### config.mk
export PLATFORM = sky130hd
export DESIGN_NAME = mr4_top
export DESIGN_NICKNAME = d
export VERILOG_FILES = /design/src/mr4_pkg.sv /design/src/mr4_sync.sv /design/src/mr4_repair.sv /design/src/mr4_top.sv
export SDC_FILE = /design/constraint.sdc
export NUM_CORES = 1
export LEC_CHECK = 0
export BUFFER_PORTS_ARGS = -buffer_cell sky130_fd_sc_hd__buf_4
export CAP_MARGIN = 20
export CORE_ASPECT_RATIO = 0.8
export CORE_MARGIN = 10
export CORE_UTILIZATION = 50
export DETAILED_ROUTE_END_ITERATION = 8
export PLACE_DENSITY = 0.8
export SYNTH_ARGS = -nofsm -noshare
export SYNTH_HDL_FRONTEND = slang
export SYNTH_SLANG_ARGS = --single-unit
export TNS_END_PERCENT = 5
### constraint.sdc
create_clock -name clk -period 5.8 [get_ports clk]
set_input_delay 0.29 -clock clk [delete_from_list [all_inputs] [get_ports clk]]
set_output_delay 0.29 -clock clk [all_outputs]
set_load 0.01 [all_outputs]
### src/mr4_pkg.sv
/*
 * Constants for the fourth mode register block: command pin widths,
 * register image layout, field positions, select and latency codes,
 * readback location of the repair availability bits.
 * Assumes one command clock domain and the mode-set encoding on the pins.
 */
package mr4_pkg;

	// ------------------------------------------------------------------
	// register image
	// ------------------------------------------------------------------
	localparam int MR4_IMG_W = 22;
	localparam int MR4_ADDR_W = 14;
	localparam int MR4_BG_W = 2;
	localparam int MR4_BA_W = 2;
	localparam logic [MR4_IMG_W-1:0] MR4_RESET_IMG = 22'h000000;

	localparam int MR4_B_RSV21 = 21;
	localparam int MR4_B_SEL_HI = 20;
	localparam int MR4_B_SEL_LO = 18;
	localparam int MR4_B_RSV17 = 17;
	localparam int MR4_B_PERM_REPAIR = 13;
	localparam int MR4_B_WR_LEAD = 12;
	localparam int MR4_B_RD_LEAD = 11;
	localparam int MR4_B_RD_TRAIN = 10;
	localparam int MR4_B_SR_ABORT = 9;
	localparam int MR4_B_CAL_HI = 8;
	localparam int MR4_B_CAL_LO = 6;
	localparam int MR4_B_SOFT_REPAIR = 5;
	localparam int MR4_B_VREF_MON = 4;
	localparam int MR4_B_TCR_EN = 3;
	localparam int MR4_B_TCR_RANGE = 2;
	localparam int MR4_B_MAX_PWR = 1;
	localparam int MR4_B_RSV0 = 0;

	// ------------------------------------------------------------------
	// register select codes
	// ------------------------------------------------------------------
	localparam logic [2:0] MR4_SEL_THIS = 3'h4;
	localparam logic [2:0] MR4_SEL_FORBIDDEN = 3'h7;

	// ------------------------------------------------------------------
	// command address latency codes and values in clocks
	// ------------------------------------------------------------------
	localparam int MR4_CAL_VAL_W = 4;
	localparam logic [2:0] MR4_CAL_OFF = 3'h0;
	localparam logic [2:0] MR4_CAL_C3 = 3'h1;
	localparam logic [2:0] MR4_CAL_C4 = 3'h2;
	localparam logic [2:0] MR4_CAL_C5 = 3'h3;
	localparam logic [2:0] MR4_CAL_C6 = 3'h4;
	localparam logic [2:0] MR4_CAL_C8 = 3'h5;
	localparam logic [3:0] MR4_CAL_V0 = 4'h0;
	localparam logic [3:0] MR4_CAL_V3 = 4'h3;
	localparam logic [3:0] MR4_CAL_V4 = 4'h4;
	localparam logic [3:0] MR4_CAL_V5 = 4'h5;
	localparam logic [3:0] MR4_CAL_V6 = 4'h6;
	localparam logic [3:0] MR4_CAL_V8 = 4'h8;

	// ------------------------------------------------------------------
	// readback page 2 location 0
	// ------------------------------------------------------------------
	localparam int MR4_RB_PAGE = 2;
	localparam int MR4_RB_LOC = 0;
	localparam int MR4_RB_B_PERM = 7;
	localparam int MR4_RB_B_SOFT = 6;

	// ------------------------------------------------------------------
	// pin bundle layout through the synchroniser
	// ------------------------------------------------------------------
	localparam int MR4_PIN_W = 25;
	localparam logic [MR4_PIN_W-1:0] MR4_PIN_IDLE = 25'h1f00000;

endpackage : mr4_pkg

### src/mr4_sync.sv
/*
 * Two flip-flop synchroniser for a bundle of pin inputs.
 * Assumes a synchronous active high reset; the idle value is a parameter.
 */
`timescale 1ns/1ps
module mr4_sync #(
	parameter int W = 1,
	parameter logic [W-1:0] RST_VAL = '0
) (
	input wire logic clk,
	input wire logic rst,
	input wire logic [W-1:0] d,
	output logic [W-1:0] q
);
	logic [W-1:0] stage1_reg;
	logic [W-1:0] stage1_next;
	logic [W-1:0] stage2_reg;
	logic [W-1:0] stage2_next;

	initial begin
		if (W < 1) begin
			$error("mr4_sync: width must be at least one");
		end
	end

	// first stage is read only by the second stage
	always_comb begin
		stage1_next = d;
		stage2_next = stage1_reg;
		if (rst) begin
			stage1_next = RST_VAL;
			stage2_next = RST_VAL;
		end
	end

	always_ff @(posedge clk) begin
		stage1_reg <= stage1_next;
		stage2_reg <= stage2_next;
	end

	assign q = stage2_reg;

endmodule : mr4_sync

### src/mr4_repair.sv
/*
 * Row repair bookkeeping: one permanent and one soft repair slot per
 * bank group, each holding the repaired row.
 * Assumes por marks a fresh die; permanent slots survive rst.
 */
`timescale 1ns/1ps
module mr4_repair #(
	parameter int BG_N = 4,
	parameter int ROW_W = 14
) (
	input wire logic clk,
	input wire logic rst,
	input wire logic por,
	input wire logic power_down,
	input wire logic req,
	input wire logic req_soft,
	input wire logic [$clog2(BG_N)-1:0] req_bg,
	input wire logic [ROW_W-1:0] req_row,
	output logic [BG_N-1:0] perm_mask,
	output logic [BG_N-1:0] soft_mask,
	output logic [BG_N*ROW_W-1:0] perm_rows,
	output logic [BG_N*ROW_W-1:0] soft_rows,
	output logic refused
);
	logic [BG_N-1:0] perm_mask_reg, perm_mask_next;
	logic [BG_N-1:0] soft_mask_reg, soft_mask_next;
	logic [BG_N*ROW_W-1:0] perm_rows_reg, perm_rows_next;
	logic [BG_N*ROW_W-1:0] soft_rows_reg, soft_rows_next;
	logic refused_reg, refused_next;

	initial begin
		if (BG_N < 2 || ROW_W < 1) begin
			$error("mr4_repair: unsupported bank group count or row width");
		end
	end

	always_comb begin
		perm_mask_next = perm_mask_reg;
		soft_mask_next = soft_mask_reg;
		perm_rows_next = perm_rows_reg;
		soft_rows_next = soft_rows_reg;
		refused_next = 1'b0;
		if (req && !req_soft) begin
			// a used slot refuses: one row per group, undone only by por
			if (perm_mask_reg[req_bg]) begin
				refused_next = 1'b1;
			end else begin
				perm_mask_next[req_bg] = 1'b1;
				perm_rows_next[req_bg*ROW_W +: ROW_W] = req_row;
			end
		end
		if (req && req_soft) begin
			if (soft_mask_reg[req_bg]) begin
				refused_next = 1'b1;
			end else begin
				soft_mask_next[req_bg] = 1'b1;
				soft_rows_next[req_bg*ROW_W +: ROW_W] = req_row;
			end
		end
		// soft repairs are volatile
		if (rst || power_down) begin
			soft_mask_next = '0;
			soft_rows_next = '0;
			refused_next = 1'b0;
		end
		// only a fresh die clears the permanent slots
		if (por) begin
			perm_mask_next = '0;
			perm_rows_next = '0;
			soft_mask_next = '0;
			soft_rows_next = '0;
			refused_next = 1'b0;
		end
	end

	always_ff @(posedge clk) begin
		perm_mask_reg <= perm_mask_next;
		soft_mask_reg <= soft_mask_next;
		perm_rows_reg <= perm_rows_next;
		soft_rows_reg <= soft_rows_next;
		refused_reg <= refused_next;
	end

	assign perm_mask = perm_mask_reg;
	assign soft_mask = soft_mask_reg;
	assign perm_rows = perm_rows_reg;
	assign soft_rows = soft_rows_reg;
	assign refused = refused_reg;

endmodule : mr4_repair

### src/mr4_top.sv
/*
 * Fourth mode register of the DRAM: decodes mode-set commands from the
 * command pins, holds the register image and drives the decoded controls,
 * the repair availability byte and the row repair bookkeeping.
 * Assumes command pins are sampled on clk through a two-stage synchroniser.
 */
`timescale 1ns/1ps
module mr4_top
	import mr4_pkg::*;
#(
	parameter logic PERM_REPAIR_AVAIL = 1'b1,
	parameter logic SOFT_REPAIR_AVAIL = 1'b1,
	parameter int BG_N = 4
) (
	input wire logic clk,
	input wire logic rst,
	input wire logic por,
	input wire logic pin_cs_n,
	input wire logic pin_act_n,
	input wire logic pin_ras_n,
	input wire logic pin_cas_n,
	input wire logic pin_we_n,
	input wire logic [MR4_BG_W-1:0] pin_bg,
	input wire logic [MR4_BA_W-1:0] pin_ba,
	input wire logic pin_a17,
	input wire logic [MR4_ADDR_W-1:0] pin_addr,
	input wire logic pin_power_down,
	output logic [MR4_IMG_W-1:0] mode_register_four,
	output logic permanent_row_repair,
	output logic soft_row_repair,
	output logic write_strobe_lead_two,
	output logic read_strobe_lead_two,
	output logic read_preamble_training,
	output logic self_refresh_abort,
	output logic [MR4_CAL_VAL_W-1:0] cmd_addr_latency,
	output logic cal_code_reserved,
	output logic vref_monitor,
	output logic temp_refresh,
	output logic temp_refresh_extended,
	output logic max_power_saving,
	output logic [7:0] readback_pattern_register,
	output logic load_pulse,
	output logic reserved_future_bit_seen,
	output logic forbidden_select_code_seen,
	output logic [BG_N-1:0] perm_repaired,
	output logic [BG_N-1:0] soft_repaired,
	output logic repair_refused
);

	initial begin
		if (BG_N != (1 << MR4_BG_W)) begin
			$error("mr4_top: bank group count must match the group pins");
		end
	end

	// ------------------------------------------------------------------
	// decode helpers
	// ------------------------------------------------------------------
	// codes 110 and 111 fall to the reserved answer
	function automatic logic [MR4_CAL_VAL_W:0] mr4_cal_decode(input logic [2:0] code);
		logic [MR4_CAL_VAL_W:0] res;
		res = {1'b1, MR4_CAL_V0};
		case (code)
			MR4_CAL_OFF: res = {1'b0, MR4_CAL_V0};
			MR4_CAL_C3: res = {1'b0, MR4_CAL_V3};
			MR4_CAL_C4: res = {1'b0, MR4_CAL_V4};
			MR4_CAL_C5: res = {1'b0, MR4_CAL_V5};
			MR4_CAL_C6: res = {1'b0, MR4_CAL_V6};
			MR4_CAL_C8: res = {1'b0, MR4_CAL_V8};
			default: res = {1'b1, MR4_CAL_V0};
		endcase
		return res;
	endfunction : mr4_cal_decode

	// ------------------------------------------------------------------
	// pin synchroniser
	// ------------------------------------------------------------------
	logic [MR4_PIN_W-1:0] pins_raw;
	logic [MR4_PIN_W-1:0] pins_s;
	logic cs_n_s, act_n_s, ras_n_s, cas_n_s, we_n_s;
	logic [MR4_BG_W-1:0] bg_s;
	logic [MR4_BA_W-1:0] ba_s;
	logic a17_s;
	logic [MR4_ADDR_W-1:0] addr_s;
	logic power_down_s;

	assign pins_raw = {pin_cs_n, pin_act_n, pin_ras_n, pin_cas_n, pin_we_n,
		pin_bg, pin_ba, pin_a17, pin_addr, pin_power_down};

	// idle value keeps strobes high so reset never looks like a command
	mr4_sync #(
		.W(MR4_PIN_W),
		.RST_VAL(MR4_PIN_IDLE)
	) u_sync (
		.clk(clk),
		.rst(rst),
		.d(pins_raw),
		.q(pins_s)
	);

	assign {cs_n_s, act_n_s, ras_n_s, cas_n_s, we_n_s,
		bg_s, ba_s, a17_s, addr_s, power_down_s} = pins_s;

	// ------------------------------------------------------------------
	// command decode
	// ------------------------------------------------------------------
	logic is_mode_set;
	logic is_write_cmd;
	logic [MR4_IMG_W-1:0] image;
	logic [2:0] sel;
	logic load;

	// the controller keeps all three strobes low for mode-set
	assign is_mode_set = !cs_n_s && act_n_s && !ras_n_s && !cas_n_s && !we_n_s;
	assign is_write_cmd = !cs_n_s && act_n_s && ras_n_s && !cas_n_s && !we_n_s;

	// bits 16:14 are the strobe pins and carry no data
	assign image = {bg_s, ba_s, a17_s, 3'h0, addr_s};
	assign sel = image[MR4_B_SEL_HI:MR4_B_SEL_LO];
	assign load = is_mode_set && (sel == MR4_SEL_THIS);

	// ------------------------------------------------------------------
	// register image and decoded controls
	// ------------------------------------------------------------------
	logic [MR4_IMG_W-1:0] img_reg, img_next;
	logic perm_reg, perm_next;
	logic soft_reg, soft_next;
	logic wr_lead_reg, wr_lead_next;
	logic rd_lead_reg, rd_lead_next;
	logic rd_train_reg, rd_train_next;
	logic sr_abort_reg, sr_abort_next;
	logic [MR4_CAL_VAL_W-1:0] cal_reg, cal_next;
	logic cal_rsv_reg, cal_rsv_next;
	logic vref_reg, vref_next;
	logic tcr_reg, tcr_next;
	logic tcr_ext_reg, tcr_ext_next;
	logic max_pwr_reg, max_pwr_next;
	logic load_reg, load_next;
	logic rsv_seen_reg, rsv_seen_next;
	logic dnu_seen_reg, dnu_seen_next;
	logic [MR4_CAL_VAL_W:0] cal_dec;

	always_comb begin
		img_next = img_reg;
		if (load) begin
			img_next = image;
		end
		cal_dec = mr4_cal_decode(img_next[MR4_B_CAL_HI:MR4_B_CAL_LO]);
		perm_next = img_next[MR4_B_PERM_REPAIR];
		wr_lead_next = img_next[MR4_B_WR_LEAD];
		rd_lead_next = img_next[MR4_B_RD_LEAD];
		rd_train_next = img_next[MR4_B_RD_TRAIN];
		sr_abort_next = img_next[MR4_B_SR_ABORT];
		cal_next = cal_dec[MR4_CAL_VAL_W-1:0];
		cal_rsv_next = cal_dec[MR4_CAL_VAL_W];
		soft_next = img_next[MR4_B_SOFT_REPAIR];
		vref_next = img_next[MR4_B_VREF_MON];
		tcr_next = img_next[MR4_B_TCR_EN];
		tcr_ext_next = img_next[MR4_B_TCR_RANGE];
		max_pwr_next = img_next[MR4_B_MAX_PWR];
		load_next = load;
		// sticky marks of illegal programming; a reserved-bit load is still stored
		rsv_seen_next = rsv_seen_reg;
		if (load && (image[MR4_B_RSV21] || image[MR4_B_RSV17] || image[MR4_B_RSV0])) begin
			rsv_seen_next = 1'b1;
		end
		dnu_seen_next = dnu_seen_reg;
		if (is_mode_set && (sel == MR4_SEL_FORBIDDEN)) begin
			dnu_seen_next = 1'b1;
		end
		if (rst) begin
			img_next = MR4_RESET_IMG;
			perm_next = 1'b0;
			wr_lead_next = 1'b0;
			rd_lead_next = 1'b0;
			rd_train_next = 1'b0;
			sr_abort_next = 1'b0;
			cal_next = MR4_CAL_V0;
			cal_rsv_next = 1'b0;
			soft_next = 1'b0;
			vref_next = 1'b0;
			tcr_next = 1'b0;
			tcr_ext_next = 1'b0;
			max_pwr_next = 1'b0;
			load_next = 1'b0;
			rsv_seen_next = 1'b0;
			dnu_seen_next = 1'b0;
		end
	end

	always_ff @(posedge clk) begin
		img_reg <= img_next;
		perm_reg <= perm_next;
		soft_reg <= soft_next;
		wr_lead_reg <= wr_lead_next;
		rd_lead_reg <= rd_lead_next;
		rd_train_reg <= rd_train_next;
		sr_abort_reg <= sr_abort_next;
		cal_reg <= cal_next;
		cal_rsv_reg <= cal_rsv_next;
		vref_reg <= vref_next;
		tcr_reg <= tcr_next;
		tcr_ext_reg <= tcr_ext_next;
		max_pwr_reg <= max_pwr_next;
		load_reg <= load_next;
		rsv_seen_reg <= rsv_seen_next;
		dnu_seen_reg <= dnu_seen_next;
	end

	// ------------------------------------------------------------------
	// readback availability byte
	// ------------------------------------------------------------------
	logic [7:0] rb_reg, rb_next;

	always_comb begin
		rb_next = 8'h00;
		rb_next[MR4_RB_B_PERM] = PERM_REPAIR_AVAIL;
		rb_next[MR4_RB_B_SOFT] = SOFT_REPAIR_AVAIL;
		if (rst) begin
			rb_next = 8'h00;
		end
	end

	always_ff @(posedge clk) begin
		rb_reg <= rb_next;
	end

	// ------------------------------------------------------------------
	// row repair
	// ------------------------------------------------------------------
	logic rep_req;
	logic rep_soft;

	// permanent mode takes priority when both modes are on; an absent
	// feature never repairs, whatever the register says
	assign rep_req = is_write_cmd && ((perm_reg && PERM_REPAIR_AVAIL) ||
		(soft_reg && SOFT_REPAIR_AVAIL));
	assign rep_soft = !(perm_reg && PERM_REPAIR_AVAIL);

	mr4_repair #(
		.BG_N(BG_N),
		.ROW_W(MR4_ADDR_W)
	) u_repair (
		.clk(clk),
		.rst(rst),
		.por(por),
		.power_down(power_down_s),
		.req(rep_req),
		.req_soft(rep_soft),
		.req_bg(bg_s),
		.req_row(addr_s),
		.perm_mask(perm_repaired),
		.soft_mask(soft_repaired),
		.perm_rows(),
		.soft_rows(),
		.refused(repair_refused)
	);

	// ------------------------------------------------------------------
	// outputs
	// ------------------------------------------------------------------
	assign mode_register_four = img_reg;
	assign permanent_row_repair = perm_reg;
	assign soft_row_repair = soft_reg;
	assign write_strobe_lead_two = wr_lead_reg;
	assign read_strobe_lead_two = rd_lead_reg;
	assign read_preamble_training = rd_train_reg;
	assign self_refresh_abort = sr_abort_reg;
	assign cmd_addr_latency = cal_reg;
	assign cal_code_reserved = cal_rsv_reg;
	assign vref_monitor = vref_reg;
	assign temp_refresh = tcr_reg;
	assign temp_refresh_extended = tcr_ext_reg;
	assign max_power_saving = max_pwr_reg;
	assign readback_pattern_register = rb_reg;
	assign load_pulse = load_reg;
	assign reserved_future_bit_seen = rsv_seen_reg;
	assign forbidden_select_code_seen = dnu_seen_reg;

endmodule : mr4_top

==> flow_summary.toml <==
[route]
drtPass1Iterations = 4
wire_per_inst_um = 14.04
num_vias = 1986
initialDrtViolationCount = 50
drcViolationCount = 0
drt_wl_total_um = 6008
via_per_inst = 4.640
drtAntennaViolNets = 0

[run]
cap_violations = 0

[synth]
avgSynthCellArea_um2 = 10.18
yosysTopAreaCell = "dfxtp_1"
synth_top_area_share_pct = 59.39
synthDistinctLibCells = 34
yosysSeqAreaShare_pct = 59.39
synth_cells = 288
syn_area_um2 = 2933
yosys_warnings = 0
synthTopCellsByArea = "dfxtp_1 59%, nor2b_1 9.2%, buf_4 5.4%"
ys_seq_elements = 87

[worst_setup_path]
cp.arrival_ps = 2200
path_class = "register to register"
crit_chain = "or4b_4, or4_4, nor3_2, o21a_1"
r2r_cells = 4
critical_path.max_stage_delay_ps = 590
timing.rr.end = "cmd_addr_latency[1]"
critPathSlowestCell = "or4_4"
crit_fanout = 23
setup.worst_path.end_class = "register"
rrSetupSlack_ps = 3890
reg2reg_from = "u_sync.q[21]"
start_kind = "register"
required_ps = 6090

[final_layout]
antennaDiodeCount = 0
nNetsFinal = 376
area_delta_synth_final_pct = 22.48
nFillCells = 479
drive_gt1_share_pct = 29.71

[die]
die_w_um = 105.6
die_h_um = 88.50
ioPinCount = 85
rows = 24
die_area_um2 = 9348
core_area_um2 = 5555
initial_core_util_pct = 52.79

[global_routing]
grt_max_degree = 77
antenna_found_initial = 0
gr-total-overflow = 0
grt_pass1_wl_um = 9494
grt_pass1_vias = 1888
gr-usage-all-layers_pct = 12.97

[place]
port_buffers = 75
place_congestion = 0.8347
place_ws_ps = 3519
dp_hpwl_um = 4206

[worst_hold_path]
holdCritStartpoint = "pin_cas_n"
worstHoldEndpoint = "u_sync.stage1_reg[21]"
holdPathStages = 2
hp-class = "input port to register"

[pwr]
irDropWorstVdd_uv = 154.8
leakagePower_nw = 1.478
p_per_area_nw_per_um2 = 295.1

[clock_network]
worst_skew_pair.late_latency_ps = 350
clock_path_buffers = 2
numClockSinks = 87
cts_max_level = 3
postCtsResizedCells = 0
cts_tree = "yes"
cts_setup_buffers = 0
cts_root_buffer = "clkbuf_8"
clk_pin_slew_worst_paths_ps = 70
numCtsBuffers = 9
ctsHoldBuffers = 0

[timing]
slew_viol_final = 0
worst_slew_pin_slew_ps = 717.7
finalCritPeriodShare_pct = 32.86
setup_tns_ps = 0
rsz0062_at_grt = "no"
max_freq_mhz = 524.7
hold_violations = 0
period_needed_ps = 1906
setup_viol = 0
fin_ws_ps = 3894
slew_headroom_pct = 52.15
clock_skew_ps = 6.727

[run_status]
outcome = "completed"
## report_power, final
group	leakage, nW	internal (W)	switching (W)	total, W
clock network	0.0944	0.000216	0.000183	0.000398
registers	0.712	0.000614	0.00000756	0.000621
logic	0.671	0.0000232	0.0000177	0.0000409
total	1.48	0.000852	0.000208	0.00106
## critical path: cells and delay by family, from the launching register on
family,cells,cell delay [ps]
AND/OR/NAND/NOR,3,1370
flip-flops,1,360
AO/OA/AOI/OAI,1,120
## stage by stage
step                      cells  utilization, %   power, W  hold slack, ps  area [um2]
after detailed placement    414           61.13  0.0006760           398.9        3396
final                       428           64.66   0.001060           123.0        3592
after global routing        428           64.66   0.001101           103.1        3592
after global placement      414           61.13  0.0006742           396.1        3396
after floorplan             296               -  0.0006614           362.4        2963
after CTS                   427           64.46   0.001075           102.3        3581
## layer usage
layer  up-vias  wire (um)  track usage [%]
li1       1018          -                -
met1       891       2644            14.29
met2        69       2669            19.80
met3         8        591            7.335
met4         0        104            6.994
met5         -          0                0
## synth_stat cells (all sizes together)
cell	count
nand4b	2
nor4b	1
and3	2
nor3	4
a21oi	22
nor2	13
or2	10
xnor2	2
buf	25
nand2	37
nor2b	43
nand3b	3
a22oi	1
nand2b	1
o21ai	4
a211oi	2
or4b	1
clkbuf	10
nand4bb	1
mux2i	1
nor4	1
nor3b	1
nand3	3
or4	1
dfxtp	87
mux4	2
inv	1
a31oi	3
conb	1
or3	2
o21a	1
## cells by family (layout without fill, tap and decap cells)
kind of cell	after synthesis	count (layout)	share of synthesized area [%]
AOI/OAI and AO/OA	33	33	6.101
xor gates and xnor gates	2	2	0.5974
buffers and inverters	36	90	7.892
DFF	87	87	59.39
muxes	3	3	1.877
other	1	9	0.1279
and+or+nand+nor	126	126	24.02
## worst max-delay path by stage
| stage | startpoint | to | slack, ps |
|---|---|---|---|
| after floorplan | u_sync.q[21] | mode_register_four[18] | 3960 |
| after global placement | u_sync.q[21] | cmd_addr_latency[1] | 3580 |
| after detailed placement | u_sync.q[21] | cmd_addr_latency[2] | 3520 |
| after CTS | u_sync.q[21] | cmd_addr_latency[2] | 3510 |
| after global routing | u_sync.q[21] | cmd_addr_latency[1] | 3820 |
| final | u_sync.q[21] | cmd_addr_latency[1] | 3890 |
## cell usage in the layout (no fill, tap or decap), drive strengths merged
cell	n
or3	2
buf	76
or2	10
conb	9
nand3b	3
nor3b	1
or4b	1
mux4	2
nor2b	43
o21a	1
nor4	1
nand4b	2
a21oi	22
mux2i	1
clkbuf	12
a211oi	2
a22oi	1
and3	2
dfxtp	87
xnor2	2
inv	1
o21ai	4
or4	1
nand2	37
nor4b	1
nor3	4
nand4bb	1
nand3	3
a31oi	3
nand2b	1
bufinv	1
nor2	13
## final cells by class
| cell class | count | area, um2 | share of cell area, % |
|---|---|---|---|
| well taps | 78 | 97.59 | 2.717 |
| clock buffers | 12 | 155.1 | 4.319 |
| inverters | 1 | 3.754 | 0.1045 |
| flip-flops and latches | 87 | 1742 | 48.48 |
| multi-input cells | 173 | 989.7 | 27.55 |
| clock inverters | 1 | 30.03 | 0.8359 |
| repair buffers | 76 | 574.3 | 15.99 |
(Power assumes the default switching activity.)
